$ cat config.mk
export PLATFORM = sky130hd
export DESIGN_NAME = vet_timing_format
export DESIGN_NICKNAME = d
export VERILOG_FILES = /design/src/vet_pkg.sv /design/src/vet_subcarrier.sv /design/src/vet_timing_format.sv
export SDC_FILE = /design/constraint.sdc
export NUM_CORES = 1
export LEC_CHECK = 0
export BUFFER_PORTS_ARGS = -buffer_cell sky130_fd_sc_hd__buf_4
export CORE_ASPECT_RATIO = 1.4
export CORE_MARGIN = 1.5
export CORE_UTILIZATION = 45
export DETAILED_ROUTE_END_ITERATION = 7
export PLACE_DENSITY_LB_ADDON = 0.25
export SETUP_SLACK_MARGIN = 0.15
export SKIP_LAST_GASP = 1
export SYNTH_ARGS = -nofsm -noshare
export SYNTH_HDL_FRONTEND = slang
export SYNTH_SLANG_ARGS = --single-unit
$ cat constraint.sdc
create_clock -name clock -period 9 [get_ports clock]
set_input_delay 1.8 -clock clock [delete_from_list [all_inputs] [get_ports clock]]
set_output_delay 1.8 -clock clock [all_outputs]
set_load 0.005 [all_outputs]
$ cat src/vet_pkg.sv
// Purpose: shared constants and types for the video encoder timing and format block
// Assumes: byte-wide register port, one pixel clock, synchronous active-high reset
// Notes: register offsets sit at their printed addresses; unmapped reads return zero

package vet_pkg;

    // ==========================================================
    // register offsets
    localparam logic [7:0] ADDR_MODE = 8'h00;
    localparam logic [7:0] ADDR_FMT = 8'h01;
    localparam logic [7:0] ADDR_BKG = 8'h08;
    localparam logic [7:0] ADDR_STATUS = 8'h0f;
    localparam logic [7:0] ADDR_SC0 = 8'h11;
    localparam logic [7:0] ADDR_SC1 = 8'h12;
    localparam logic [7:0] ADDR_SC2 = 8'h13;
    localparam logic [7:0] ADDR_SC3 = 8'h14;

    // ==========================================================
    // reset values
    localparam logic [7:0] RST_MODE = 8'h01;
    localparam logic [7:0] RST_FMT = 8'h12;
    // rgb 3:3:2 pure blue
    localparam logic [7:0] RST_BKG = 8'h03;
    localparam logic [31:0] RST_SC_WORD = 32'h43e0f83e;
    localparam logic [7:0] READ_ZERO = 8'h00;

    // ==========================================================
    // field positions
    localparam int MODE_STD_LSB = 5;
    localparam int MODE_PROG_BIT = 3;
    localparam int MODE_IN_BIT = 2;
    localparam int FMT_SETUP_BIT = 1;
    localparam int FMT_BARS_BIT = 7;

    // ==========================================================
    // analog standards
    typedef enum logic [2:0] {
        VET_STD_NTSC_601 = 3'b000,
        VET_STD_NTSC_RS170A = 3'b001,
        VET_STD_PAL_BDGHI = 3'b010,
        VET_STD_PAL_M = 3'b011,
        VET_STD_PAL_NC = 3'b100,
        VET_STD_PAL_N = 3'b101
    } vet_std_t;

    // ==========================================================
    // vertical timing, line numbers count from one
    localparam logic [9:0] FIRST_LINE = 10'd1;
    localparam logic [9:0] NTSC_FRAME_LINES = 10'd525;
    localparam logic [9:0] NTSC_FIELD2_FIRST = 10'd264;
    localparam logic [9:0] NTSC_PROG_SHORT = 10'd262;
    localparam logic [9:0] NTSC_PROG_LONG = 10'd263;
    localparam logic [9:0] NTSC_ODD_FIRST = 10'd22;
    localparam logic [9:0] NTSC_ODD_LAST = 10'd261;
    localparam logic [9:0] NTSC_EVEN_FIRST = 10'd285;
    localparam logic [9:0] NTSC_EVEN_LAST = 10'd524;
    localparam logic [9:0] PAL_FRAME_LINES = 10'd625;
    localparam logic [9:0] PAL_FIELD2_FIRST = 10'd313;
    localparam logic [9:0] PAL_PROG_SHORT = 10'd312;
    localparam logic [9:0] PAL_PROG_LONG = 10'd313;
    localparam logic [9:0] PAL_ODD_FIRST = 10'd23;
    localparam logic [9:0] PAL_ODD_LAST = 10'd310;
    localparam logic [9:0] PAL_EVEN_FIRST = 10'd336;
    localparam logic [9:0] PAL_EVEN_LAST = 10'd623;
    localparam logic [2:0] NTSC_SEQ_LAST = 3'd3;
    localparam logic [2:0] PAL_SEQ_LAST = 3'd7;
    localparam logic [2:0] SEQ_FIRST = 3'd0;

    // ==========================================================
    // video levels and test bars
    localparam logic [7:0] BLANK_Y = 8'h10;
    localparam logic [7:0] BLANK_C = 8'h80;
    localparam int BAR_COUNT = 8;
    // white, yellow, cyan, green, magenta, red, blue, black from index 0
    localparam logic [BAR_COUNT-1:0][23:0] BAR_RGB = {24'h000000, 24'h0000ff, 24'hff0000, 24'hff00ff,
                                                      24'h00ff00, 24'h00ffff, 24'hffff00, 24'hffffff};

    typedef struct packed {
        logic [7:0] y;
        logic [7:0] cb;
        logic [7:0] cr;
    } vet_pixel_t;

    typedef struct packed {
        logic [7:0] mode_ctl;
        logic [7:0] fmt_ctl;
        logic [7:0] bkg;
        logic [31:0] sc_word;
        logic [7:0] rdata;
        logic rvalid;
        logic [10:0] pix_cnt;
        logic [9:0] line;
        logic field_even;
        logic prog_long;
        logic [2:0] field_seq;
        logic field_start;
        logic sc_reset;
        logic [10:0] bar_cnt;
        logic [2:0] bar_idx;
        logic active;
        vet_pixel_t pix;
    } vet_state_t;

    typedef struct packed {
        logic [31:0] phase;
    } vet_sc_state_t;

    // full-range rgb to studio-range ycbcr, fixed point with rounding
    function automatic vet_pixel_t vet_rgb_to_ycc(input logic [7:0] r, input logic [7:0] g, input logic [7:0] b);
        int ri;
        int gi;
        int bi;
        vet_pixel_t p;
        ri = int'(r);
        gi = int'(g);
        bi = int'(b);
        p.y = 8'(16 + ((66 * ri + 129 * gi + 25 * bi + 128) >>> 8));
        p.cb = 8'(128 + ((-38 * ri - 74 * gi + 112 * bi + 128) >>> 8));
        p.cr = 8'(128 + ((112 * ri - 94 * gi - 18 * bi + 128) >>> 8));
        return p;
    endfunction : vet_rgb_to_ycc

    // background byte is rgb 3:3:2, widened by bit replication
    function automatic vet_pixel_t vet_bkg_to_ycc(input logic [7:0] c);
        return vet_rgb_to_ycc({c[7:5], c[7:5], c[7:6]}, {c[4:2], c[4:2], c[4:3]}, {c[1:0], c[1:0], c[1:0], c[1:0]});
    endfunction : vet_bkg_to_ycc

endpackage : vet_pkg

$ cat src/vet_subcarrier.sv
// Purpose: subcarrier phase accumulator driven by the pixel clock
// Assumes: increment word is stable between host writes
// Notes: a reset pulse clears the phase in place of one addition

`timescale 1ns/10ps

module vet_subcarrier (
    input wire logic clock,
    input wire logic srst,
    input wire logic [31:0] increment,
    input wire logic phase_reset,
    output logic [31:0] phase
);

    // ==========================================================
    // state
    vet_pkg::vet_sc_state_t st;
    vet_pkg::vet_sc_state_t next_st;

    always_comb begin
        next_st = st;
        if (phase_reset) begin
            next_st.phase = '0;
        end else begin
            next_st.phase = st.phase + increment;
        end
    end

    always_ff @(posedge clock) begin
        if (srst) begin
            st <= '0;
        end else begin
            st <= next_st;
        end
    end

    assign phase = st.phase;
endmodule : vet_subcarrier

$ cat src/vet_timing_format.sv
// Purpose: raster timing, output source selection and subcarrier control for the analog encoder
// Assumes: host registers reached over a byte port at the encoder bank offsets
// Notes: field boundaries fall on whole-line edges; half lines are always blanked
// Notes on behaviour
// - four timing modes: 625 interlaced, 525 interlaced, and progressive variants of both.
// - timing mode comes from a field of the mode control register at 0x00.
// - half lines carry no input; 240 NTSC or 288 PAL active lines per field.
// - NTSC interlaced active lines 22-261 odd field, 285-524 even field.
// - PAL interlaced active lines 23-310 odd field, 336-623 even field.
// - NTSC-type interlaced gives two 262.5-line fields per 525-line frame; here field one is lines 1-263 and field two lines 264-525.
// - PAL interlaced gives two 312.5-line fields per 625-line frame; here field one is lines 1-312 and field two lines 313-625.
// - progressive repeats odd field with alternating lengths keeping average frame rate.
// - input mode 0, and reset, outputs one solid colour of 256.
// - solid colour from 0x08 as rgb 3:3:2, no gamma, resets to blue.
// - input mode 1 outputs the camera image from the front end.
// - after reset the standard is NTSC-M with 601 timing.
// - setup bit in 0x01 cleared removes the 7.5 IRE pedestal.
// - subcarrier from pixel clock by 32-bit word of four bytes, reset 43e0f83e.
// - subcarrier phase cleared every four NTSC fields, eight PAL fields; PAL-M here follows the 525-line count and clears every four.
// - test bars enable replaces incoming pixel data with generated bars.
// - bars only in master timing mode; timing stays unchanged.
// - bars join the path after chroma interpolation, before luma delay.
// - 100% amplitude and saturation bars, same values for PAL.

`timescale 1ns/10ps

module vet_timing_format #(
    parameter int LINE_SAMPLES_525 = 858,
    parameter int LINE_SAMPLES_625 = 864,
    parameter int ACTIVE_START = 122,
    parameter int ACTIVE_SAMPLES = 720
) (
    input wire logic clock,
    input wire logic srst,
    input wire logic reg_wr,
    input wire logic reg_rd,
    input wire logic [7:0] reg_addr,
    input wire logic [7:0] reg_wdata,
    output logic [7:0] reg_rdata,
    output logic reg_rvalid,
    input wire logic master_mode,
    input wire vet_pkg::vet_pixel_t pix_in,
    output vet_pkg::vet_pixel_t pix_out,
    output logic active_video,
    output logic [9:0] line_number,
    output logic field_id,
    output logic [2:0] field_sequence,
    output logic field_start,
    output logic [2:0] analog_standard,
    output logic progressive,
    output logic setup_level_enable,
    output logic [31:0] subcarrier_phase
);

    localparam int BAR_SAMPLES = ACTIVE_SAMPLES / vet_pkg::BAR_COUNT;

    // ==========================================================
    // state and decode
    vet_pkg::vet_state_t st;
    vet_pkg::vet_state_t next_st;
    logic is625;
    logic prog;
    logic eol;
    logic [9:0] last_line;
    logic [9:0] field2_first;
    logic [2:0] seq_last;
    logic line_active;
    logic pix_window;
    logic bars_sel;
    logic new_field;
    vet_pkg::vet_std_t std_sel;

    assign std_sel = vet_pkg::vet_std_t'(st.mode_ctl[vet_pkg::MODE_STD_LSB +: 3]);
    assign is625 = (std_sel == vet_pkg::VET_STD_PAL_BDGHI) || (std_sel == vet_pkg::VET_STD_PAL_NC)
                   || (std_sel == vet_pkg::VET_STD_PAL_N);
    assign prog = st.mode_ctl[vet_pkg::MODE_PROG_BIT];
    assign eol = st.pix_cnt == (is625 ? 11'(LINE_SAMPLES_625 - 1) : 11'(LINE_SAMPLES_525 - 1));
    assign field2_first = is625 ? vet_pkg::PAL_FIELD2_FIRST : vet_pkg::NTSC_FIELD2_FIRST;
    assign seq_last = is625 ? vet_pkg::PAL_SEQ_LAST : vet_pkg::NTSC_SEQ_LAST;

    // progressive alternates short and long fields
    always_comb begin
        if (prog) begin
            if (is625) begin
                last_line = st.prog_long ? vet_pkg::PAL_PROG_LONG : vet_pkg::PAL_PROG_SHORT;
            end else begin
                last_line = st.prog_long ? vet_pkg::NTSC_PROG_LONG : vet_pkg::NTSC_PROG_SHORT;
            end
        end else begin
            last_line = is625 ? vet_pkg::PAL_FRAME_LINES : vet_pkg::NTSC_FRAME_LINES;
        end
    end

    always_comb begin
        if (is625) begin
            line_active = ((st.line >= vet_pkg::PAL_ODD_FIRST) && (st.line <= vet_pkg::PAL_ODD_LAST))
                          || (!prog && (st.line >= vet_pkg::PAL_EVEN_FIRST) && (st.line <= vet_pkg::PAL_EVEN_LAST));
        end else begin
            line_active = ((st.line >= vet_pkg::NTSC_ODD_FIRST) && (st.line <= vet_pkg::NTSC_ODD_LAST))
                          || (!prog && (st.line >= vet_pkg::NTSC_EVEN_FIRST) && (st.line <= vet_pkg::NTSC_EVEN_LAST));
        end
    end

    assign pix_window = (st.pix_cnt >= 11'(ACTIVE_START)) && (st.pix_cnt <= 11'(ACTIVE_START + ACTIVE_SAMPLES - 1));
    assign bars_sel = st.fmt_ctl[vet_pkg::FMT_BARS_BIT] && master_mode;

    // ==========================================================
    // next state
    always_comb begin
        next_st = st;
        new_field = 1'b0;
        next_st.rvalid = 1'b0;
        next_st.field_start = 1'b0;
        next_st.sc_reset = 1'b0;

        // register writes; unmapped offsets are ignored
        if (reg_wr) begin
            case (reg_addr)
                vet_pkg::ADDR_MODE: next_st.mode_ctl = reg_wdata;
                vet_pkg::ADDR_FMT: next_st.fmt_ctl = reg_wdata;
                vet_pkg::ADDR_BKG: next_st.bkg = reg_wdata;
                vet_pkg::ADDR_SC0: next_st.sc_word[7:0] = reg_wdata;
                vet_pkg::ADDR_SC1: next_st.sc_word[15:8] = reg_wdata;
                vet_pkg::ADDR_SC2: next_st.sc_word[23:16] = reg_wdata;
                vet_pkg::ADDR_SC3: next_st.sc_word[31:24] = reg_wdata;
                default: ;
            endcase
        end

        // register reads; unmapped offsets answer zero
        if (reg_rd) begin
            next_st.rvalid = 1'b1;
            case (reg_addr)
                vet_pkg::ADDR_MODE: next_st.rdata = st.mode_ctl;
                vet_pkg::ADDR_FMT: next_st.rdata = st.fmt_ctl;
                vet_pkg::ADDR_BKG: next_st.rdata = st.bkg;
                vet_pkg::ADDR_STATUS: next_st.rdata = {st.field_seq, st.field_even, st.prog_long, st.active, 2'b00};
                vet_pkg::ADDR_SC0: next_st.rdata = st.sc_word[7:0];
                vet_pkg::ADDR_SC1: next_st.rdata = st.sc_word[15:8];
                vet_pkg::ADDR_SC2: next_st.rdata = st.sc_word[23:16];
                vet_pkg::ADDR_SC3: next_st.rdata = st.sc_word[31:24];
                default: next_st.rdata = vet_pkg::READ_ZERO;
            endcase
        end

        // bar position within the active window
        if (pix_window) begin
            if (st.bar_cnt == 11'(BAR_SAMPLES - 1)) begin
                next_st.bar_cnt = '0;
                next_st.bar_idx = st.bar_idx + 3'd1;
            end else begin
                next_st.bar_cnt = st.bar_cnt + 11'd1;
            end
        end

        // line counter wraps at frame length
        if (eol) begin
            next_st.pix_cnt = '0;
            next_st.bar_cnt = '0;
            next_st.bar_idx = '0;
            // >= so a standard switch past the new frame end still wraps at once
            if (st.line >= last_line) begin
                next_st.line = vet_pkg::FIRST_LINE;
                next_st.field_even = 1'b0;
                new_field = 1'b1;
                if (prog) begin
                    next_st.prog_long = !st.prog_long;
                end
            end else begin
                next_st.line = st.line + 10'd1;
                if (!prog && (next_st.line == field2_first)) begin
                    next_st.field_even = 1'b1;
                    new_field = 1'b1;
                end
            end
        end else begin
            next_st.pix_cnt = st.pix_cnt + 11'd1;
        end

        if (new_field) begin
            next_st.field_start = 1'b1;
            if (st.field_seq >= seq_last) begin
                next_st.field_seq = vet_pkg::SEQ_FIRST;
                next_st.sc_reset = 1'b1;
            end else begin
                next_st.field_seq = st.field_seq + 3'd1;
            end
        end

        // output source select; timing above never depends on it
        next_st.active = line_active && pix_window;
        if (!next_st.active) begin
            next_st.pix = '{y: vet_pkg::BLANK_Y, cb: vet_pkg::BLANK_C, cr: vet_pkg::BLANK_C};
        end else if (bars_sel) begin
            next_st.pix = vet_pkg::vet_rgb_to_ycc(vet_pkg::BAR_RGB[st.bar_idx][23:16],
                                                  vet_pkg::BAR_RGB[st.bar_idx][15:8],
                                                  vet_pkg::BAR_RGB[st.bar_idx][7:0]);
        end else if (st.mode_ctl[vet_pkg::MODE_IN_BIT]) begin
            next_st.pix = pix_in;
        end else begin
            next_st.pix = vet_pkg::vet_bkg_to_ycc(st.bkg);
        end
    end

    // ==========================================================
    // registers
    always_ff @(posedge clock) begin
        if (srst) begin
            st <= '0;
            st.mode_ctl <= vet_pkg::RST_MODE;
            st.fmt_ctl <= vet_pkg::RST_FMT;
            st.bkg <= vet_pkg::RST_BKG;
            st.sc_word <= vet_pkg::RST_SC_WORD;
            st.line <= vet_pkg::FIRST_LINE;
            st.pix <= '{y: vet_pkg::BLANK_Y, cb: vet_pkg::BLANK_C, cr: vet_pkg::BLANK_C};
        end else begin
            st <= next_st;
        end
    end

    // the accumulator takes whatever word the host loaded, so pal words are software's duty
    vet_subcarrier u_subcarrier (
        .clock(clock),
        .srst(srst),
        .increment(st.sc_word),
        .phase_reset(st.sc_reset),
        .phase(subcarrier_phase)
    );

    assign reg_rdata = st.rdata;
    assign reg_rvalid = st.rvalid;
    assign pix_out = st.pix;
    assign active_video = st.active;
    assign line_number = st.line;
    assign field_id = st.field_even;
    assign field_sequence = st.field_seq;
    assign field_start = st.field_start;
    assign analog_standard = st.mode_ctl[vet_pkg::MODE_STD_LSB +: 3];
    assign progressive = st.mode_ctl[vet_pkg::MODE_PROG_BIT];
    assign setup_level_enable = st.fmt_ctl[vet_pkg::FMT_SETUP_BIT];
endmodule : vet_timing_format

==> metrics.log <==
INFO  metric finClkSkew = 0.0114 ns
INFO  metric run_status = complete, no violations
INFO  metric yosys_warning_count = 0
INFO  metric netlist_instances = 2115
INFO  metric timing.critical_path.slowest_stage_cell = sky130_fd_sc_hd__dfxtp_1
INFO  metric grt_start_max_net_pins = 54
INFO  metric critical-path-top-cell-by-count = sky130_fd_sc_hd__ha_1
INFO  metric slew_viol_final = 0
INFO  metric commonest_non_fill_non_tap_cell_in_the_layout = sky130_fd_sc_hd__ha_1
INFO  metric antenna_found_initial = 0
INFO  metric critPathLaunchType = flop
INFO  metric final_cell_area = 19400 sq um
INFO  metric setup_viol_count_final = 0
INFO  metric postSynthRegisterBits = 167
INFO  metric n_antenna_cell = 0
INFO  metric worstPathMaxFanout = 22
INFO  metric ys_seq_area_share = 18.9%
INFO  metric setup_buffers_after_cts = 0
INFO  metric synth_enable_flop_cells = 0
INFO  metric clock_path_buffers = 2
INFO  metric placed_cells_incl_taps = 2661
INFO  metric rsz0062_at_grt = false
INFO  metric avgSynthCellArea = 8.38 sq um
INFO  metric drt_wl_total = 46600 um
INFO  metric total_leakage_power = 9.05 nW
INFO  metric synth_top_area_share = 22.6%
INFO  metric synthesized_nets = 2556
INFO  metric fill_cells = 3727
INFO  metric die_height = 238 um
INFO  metric io_pins = 131
INFO  metric drc = 0
INFO  metric max_slew.worst_pin.slew = 1.12 ns
INFO  metric overflow = 0
INFO  metric finalWeightedCongestion = 0.885
INFO  metric clockRootBuffer = sky130_fd_sc_hd__clkbuf_16
INFO  metric wire_length_of_the_first_global_routing_pass = 74700 um
INFO  metric reported_max_cap_violation_count = 0
INFO  metric ys_flop_type = sky130_fd_sc_hd__dfxtp_1
INFO  metric synth.distinct_cells = 86
INFO  metric placement.io_buffers = 130
INFO  metric cts.reportedPaths.clkPinSlew = 0.08 ns
INFO  metric cp_data_required_time = 9.40 ns
INFO  metric post_synth_instance_area = 17700 sq um
INFO  metric routed-via-count = 14900
INFO  metric total_power = 1.97 mW
INFO  metric worst-r2r-setup-slack = 1.86 ns
INFO  metric groute.usage.overall = 23.3%
INFO  metric cp_num_buf_inv = 3
INFO  metric cts_tree = done
INFO  metric timing.hold.worst.class = reg2reg
INFO  metric dpl-instance-area = 18800 sq um
INFO  metric fmax = 140 MHz
INFO  metric irDropWorstVdd = 0.114 mV
INFO  metric post_cts_sizing_count = 0
INFO  metric drt_pre_antenna_iters = 5
INFO  metric finalWorstPathRequiredPeriod = 7.14 ns
INFO  metric cts-buffers-inserted = 17
INFO  metric synth-async-reset-ratio = 0%
INFO  metric coreArea = 38600 sq um
INFO  metric netlist.top_cell.by_area = sky130_fd_sc_hd__ha_1
INFO  metric drt_iter0_drc = 853
INFO  metric critical_path_arrival = 7.53 ns
INFO  metric p_per_area = 101 nW/um^2
INFO  metric die_width = 171 um
INFO  metric hpwlAfterDp = 37100 um
INFO  metric leading_cell_types_in_the_layout_fill_and_taps_excluded = 320 x sky130_fd_sc_hd__ha_1, 222 x sky130_fd_sc_hd__inv_1, 195 x sky130_fd_sc_hd__nand2_1
INFO  metric final_hold_violation_count = 0
INFO  metric htree_num_levels = 4
INFO  metric starting_density_of_the_core = 45.9%
INFO  metric via_density = 5.52
INFO  metric ant_nets = 0
INFO  metric worst_skew_pair.late_latency = 0.46 ns
INFO  metric layout-area-overhead-vs-synth = 9.28%
INFO  metric crit_path_max_incr_delay = 0.94 ns
INFO  metric number_of_global_route_vias_before_repair = 14800
INFO  metric period_utilization_post_route = 79.3%
INFO  metric fin_nets = 2599
INFO  metric synth.top_cells.by_area = sky130_fd_sc_hd__ha_1 23%, sky130_fd_sc_hd__dfxtp_1 19%, sky130_fd_sc_hd__fa_1 8.6%
INFO  metric fin_cells = 2693
INFO  metric routedWlPerCell = 17.3 um
INFO  metric cts_sinks = 167
INFO  metric layout-drive-gt1-share = 9.90%
INFO  metric timing.max_slew.rel_slack = 24.9%
INFO  metric critical_path.top_delay_family = adder cells
INFO  metric cts_hold_repair.buffers = 0
INFO  metric die_area = 40600 sq um
INFO  metric setup.worst_path.class = reg2reg
INFO  metric rows = 85
INFO  metric critPathCaptureType = flop
INFO  metric final.hold.worst_slack = 0.453 ns
INFO  metric setup_tns = 0 ns
worst register-to-register path: stages (launching register included):
cell and delay [ns]:
sky130_fd_sc_hd__dfxtp_1 0.94, sky130_fd_sc_hd__inv_1 0.29, sky130_fd_sc_hd__ha_1 0.46, sky130_fd_sc_hd__ha_1 0.24, sky130_fd_sc_hd__ha_1 0.21, sky130_fd_sc_hd__fa_1 0.42, sky130_fd_sc_hd__xor2_1 0.18, sky130_fd_sc_hd__ha_1 0.27
sky130_fd_sc_hd__inv_1 0.05, sky130_fd_sc_hd__fa_1 0.49, sky130_fd_sc_hd__inv_1 0.05, sky130_fd_sc_hd__fa_1 0.46, sky130_fd_sc_hd__fa_1 0.49, sky130_fd_sc_hd__ha_1 0.31, sky130_fd_sc_hd__ha_1 0.22, sky130_fd_sc_hd__a211oi_1 0.20
sky130_fd_sc_hd__o21ai_0 0.15, sky130_fd_sc_hd__o211a_1 0.24, sky130_fd_sc_hd__o21ai_0 0.34, sky130_fd_sc_hd__nand2b_1 0.10, sky130_fd_sc_hd__a22oi_1 0.22, sky130_fd_sc_hd__ha_1 0.19, sky130_fd_sc_hd__xnor2_1 0.13, sky130_fd_sc_hd__xnor2_1 0.15
sky130_fd_sc_hd__o211ai_1 0.10, sky130_fd_sc_hd__a21oi_1 0.17
metrics by stage:
stage	utilization [%]	setup slack (ns)
global placement	48.6	2.14
detailed placement	48.6	1.92
global route	50.2	1.46
finish	50.2	1.86
CTS	50.2	1.88
floorplan	-	2.49
flip-flops by register name, indices dropped and copies added, names as in the netlist, 3 cells and up, named ones only:
signal and flops:
line_number 10, reg_rdata 8, analog_standard 3, field_sequence 3
u_subcarrier.phase 32, pix_out 24, st 78
layer usage:
layer	global-route usage [%]	vias up	share of wire, %
met2	42.7	354	51
li1	-	7362	-
met5	0	-	0
met4	11.0	0	4.1
met3	3.32	98	4.2
met1	26.1	7060	41
final timing paths:
check,cells past startpoint,endpoint,start
worst max-delay path,25,pix_out[22],st[114]
worst min-delay path,2,st[118],st[118]
worst max register to register,25,pix_out[22],st[114]
worst min register to register,2,st[118],st[118]
cell type report:
| type | instances | area (sq um) | area share (%) |
|---|---|---|---|
| Inverter | 224 | 841 | 4.34 |
| Multi-Input combinational cell | 1610 | 12900 | 66.6 |
| Timing Repair Buffer | 138 | 1040 | 5.35 |
| Sequential cell | 167 | 3340 | 17.3 |
| Tap cell | 522 | 653 | 3.37 |
| Clock inverter | 15 | 173 | 0.891 |
| Clock buffer | 17 | 425 | 2.20 |
logic make-up (layout without fill, tap and decap cells):
group,count (synthesis),in the layout,synth area share [%]
flops,167,167,18.9
xor+xnor,142,142,7.01
simple gates,617,617,17.0
buf+inv,338,394,8.37
compound gates,434,434,16.4
fa+ha+maj,396,396,31.2
mux,20,20,1.17
other cells,1,1,0.0212
Yosys cell counts, types with 35 or more instances:
cell,number
sky130_fd_sc_hd__ha_1,320
sky130_fd_sc_hd__inv_1,222
sky130_fd_sc_hd__nand2_1,195
sky130_fd_sc_hd__dfxtp_1,167
sky130_fd_sc_hd__nor2_1,136
sky130_fd_sc_hd__a21oi_1,122
sky130_fd_sc_hd__nand3_1,90
sky130_fd_sc_hd__xnor2_1,82
sky130_fd_sc_hd__o21ai_0,78
sky130_fd_sc_hd__fa_1,76
sky130_fd_sc_hd__xor2_1,60
sky130_fd_sc_hd__buf_4,50
sky130_fd_sc_hd__clkbuf_1,50
sky130_fd_sc_hd__a21o_1,35
power by group:
| part | switching [mW] | internal, mW |
|---|---|---|
| registers | 0.0233 | 0.773 |
| logic | 0.219 | 0.184 |
| clock network | 0.392 | 0.376 |
| total | 0.634 | 1.33 |
(Power assumes the default switching activity.)
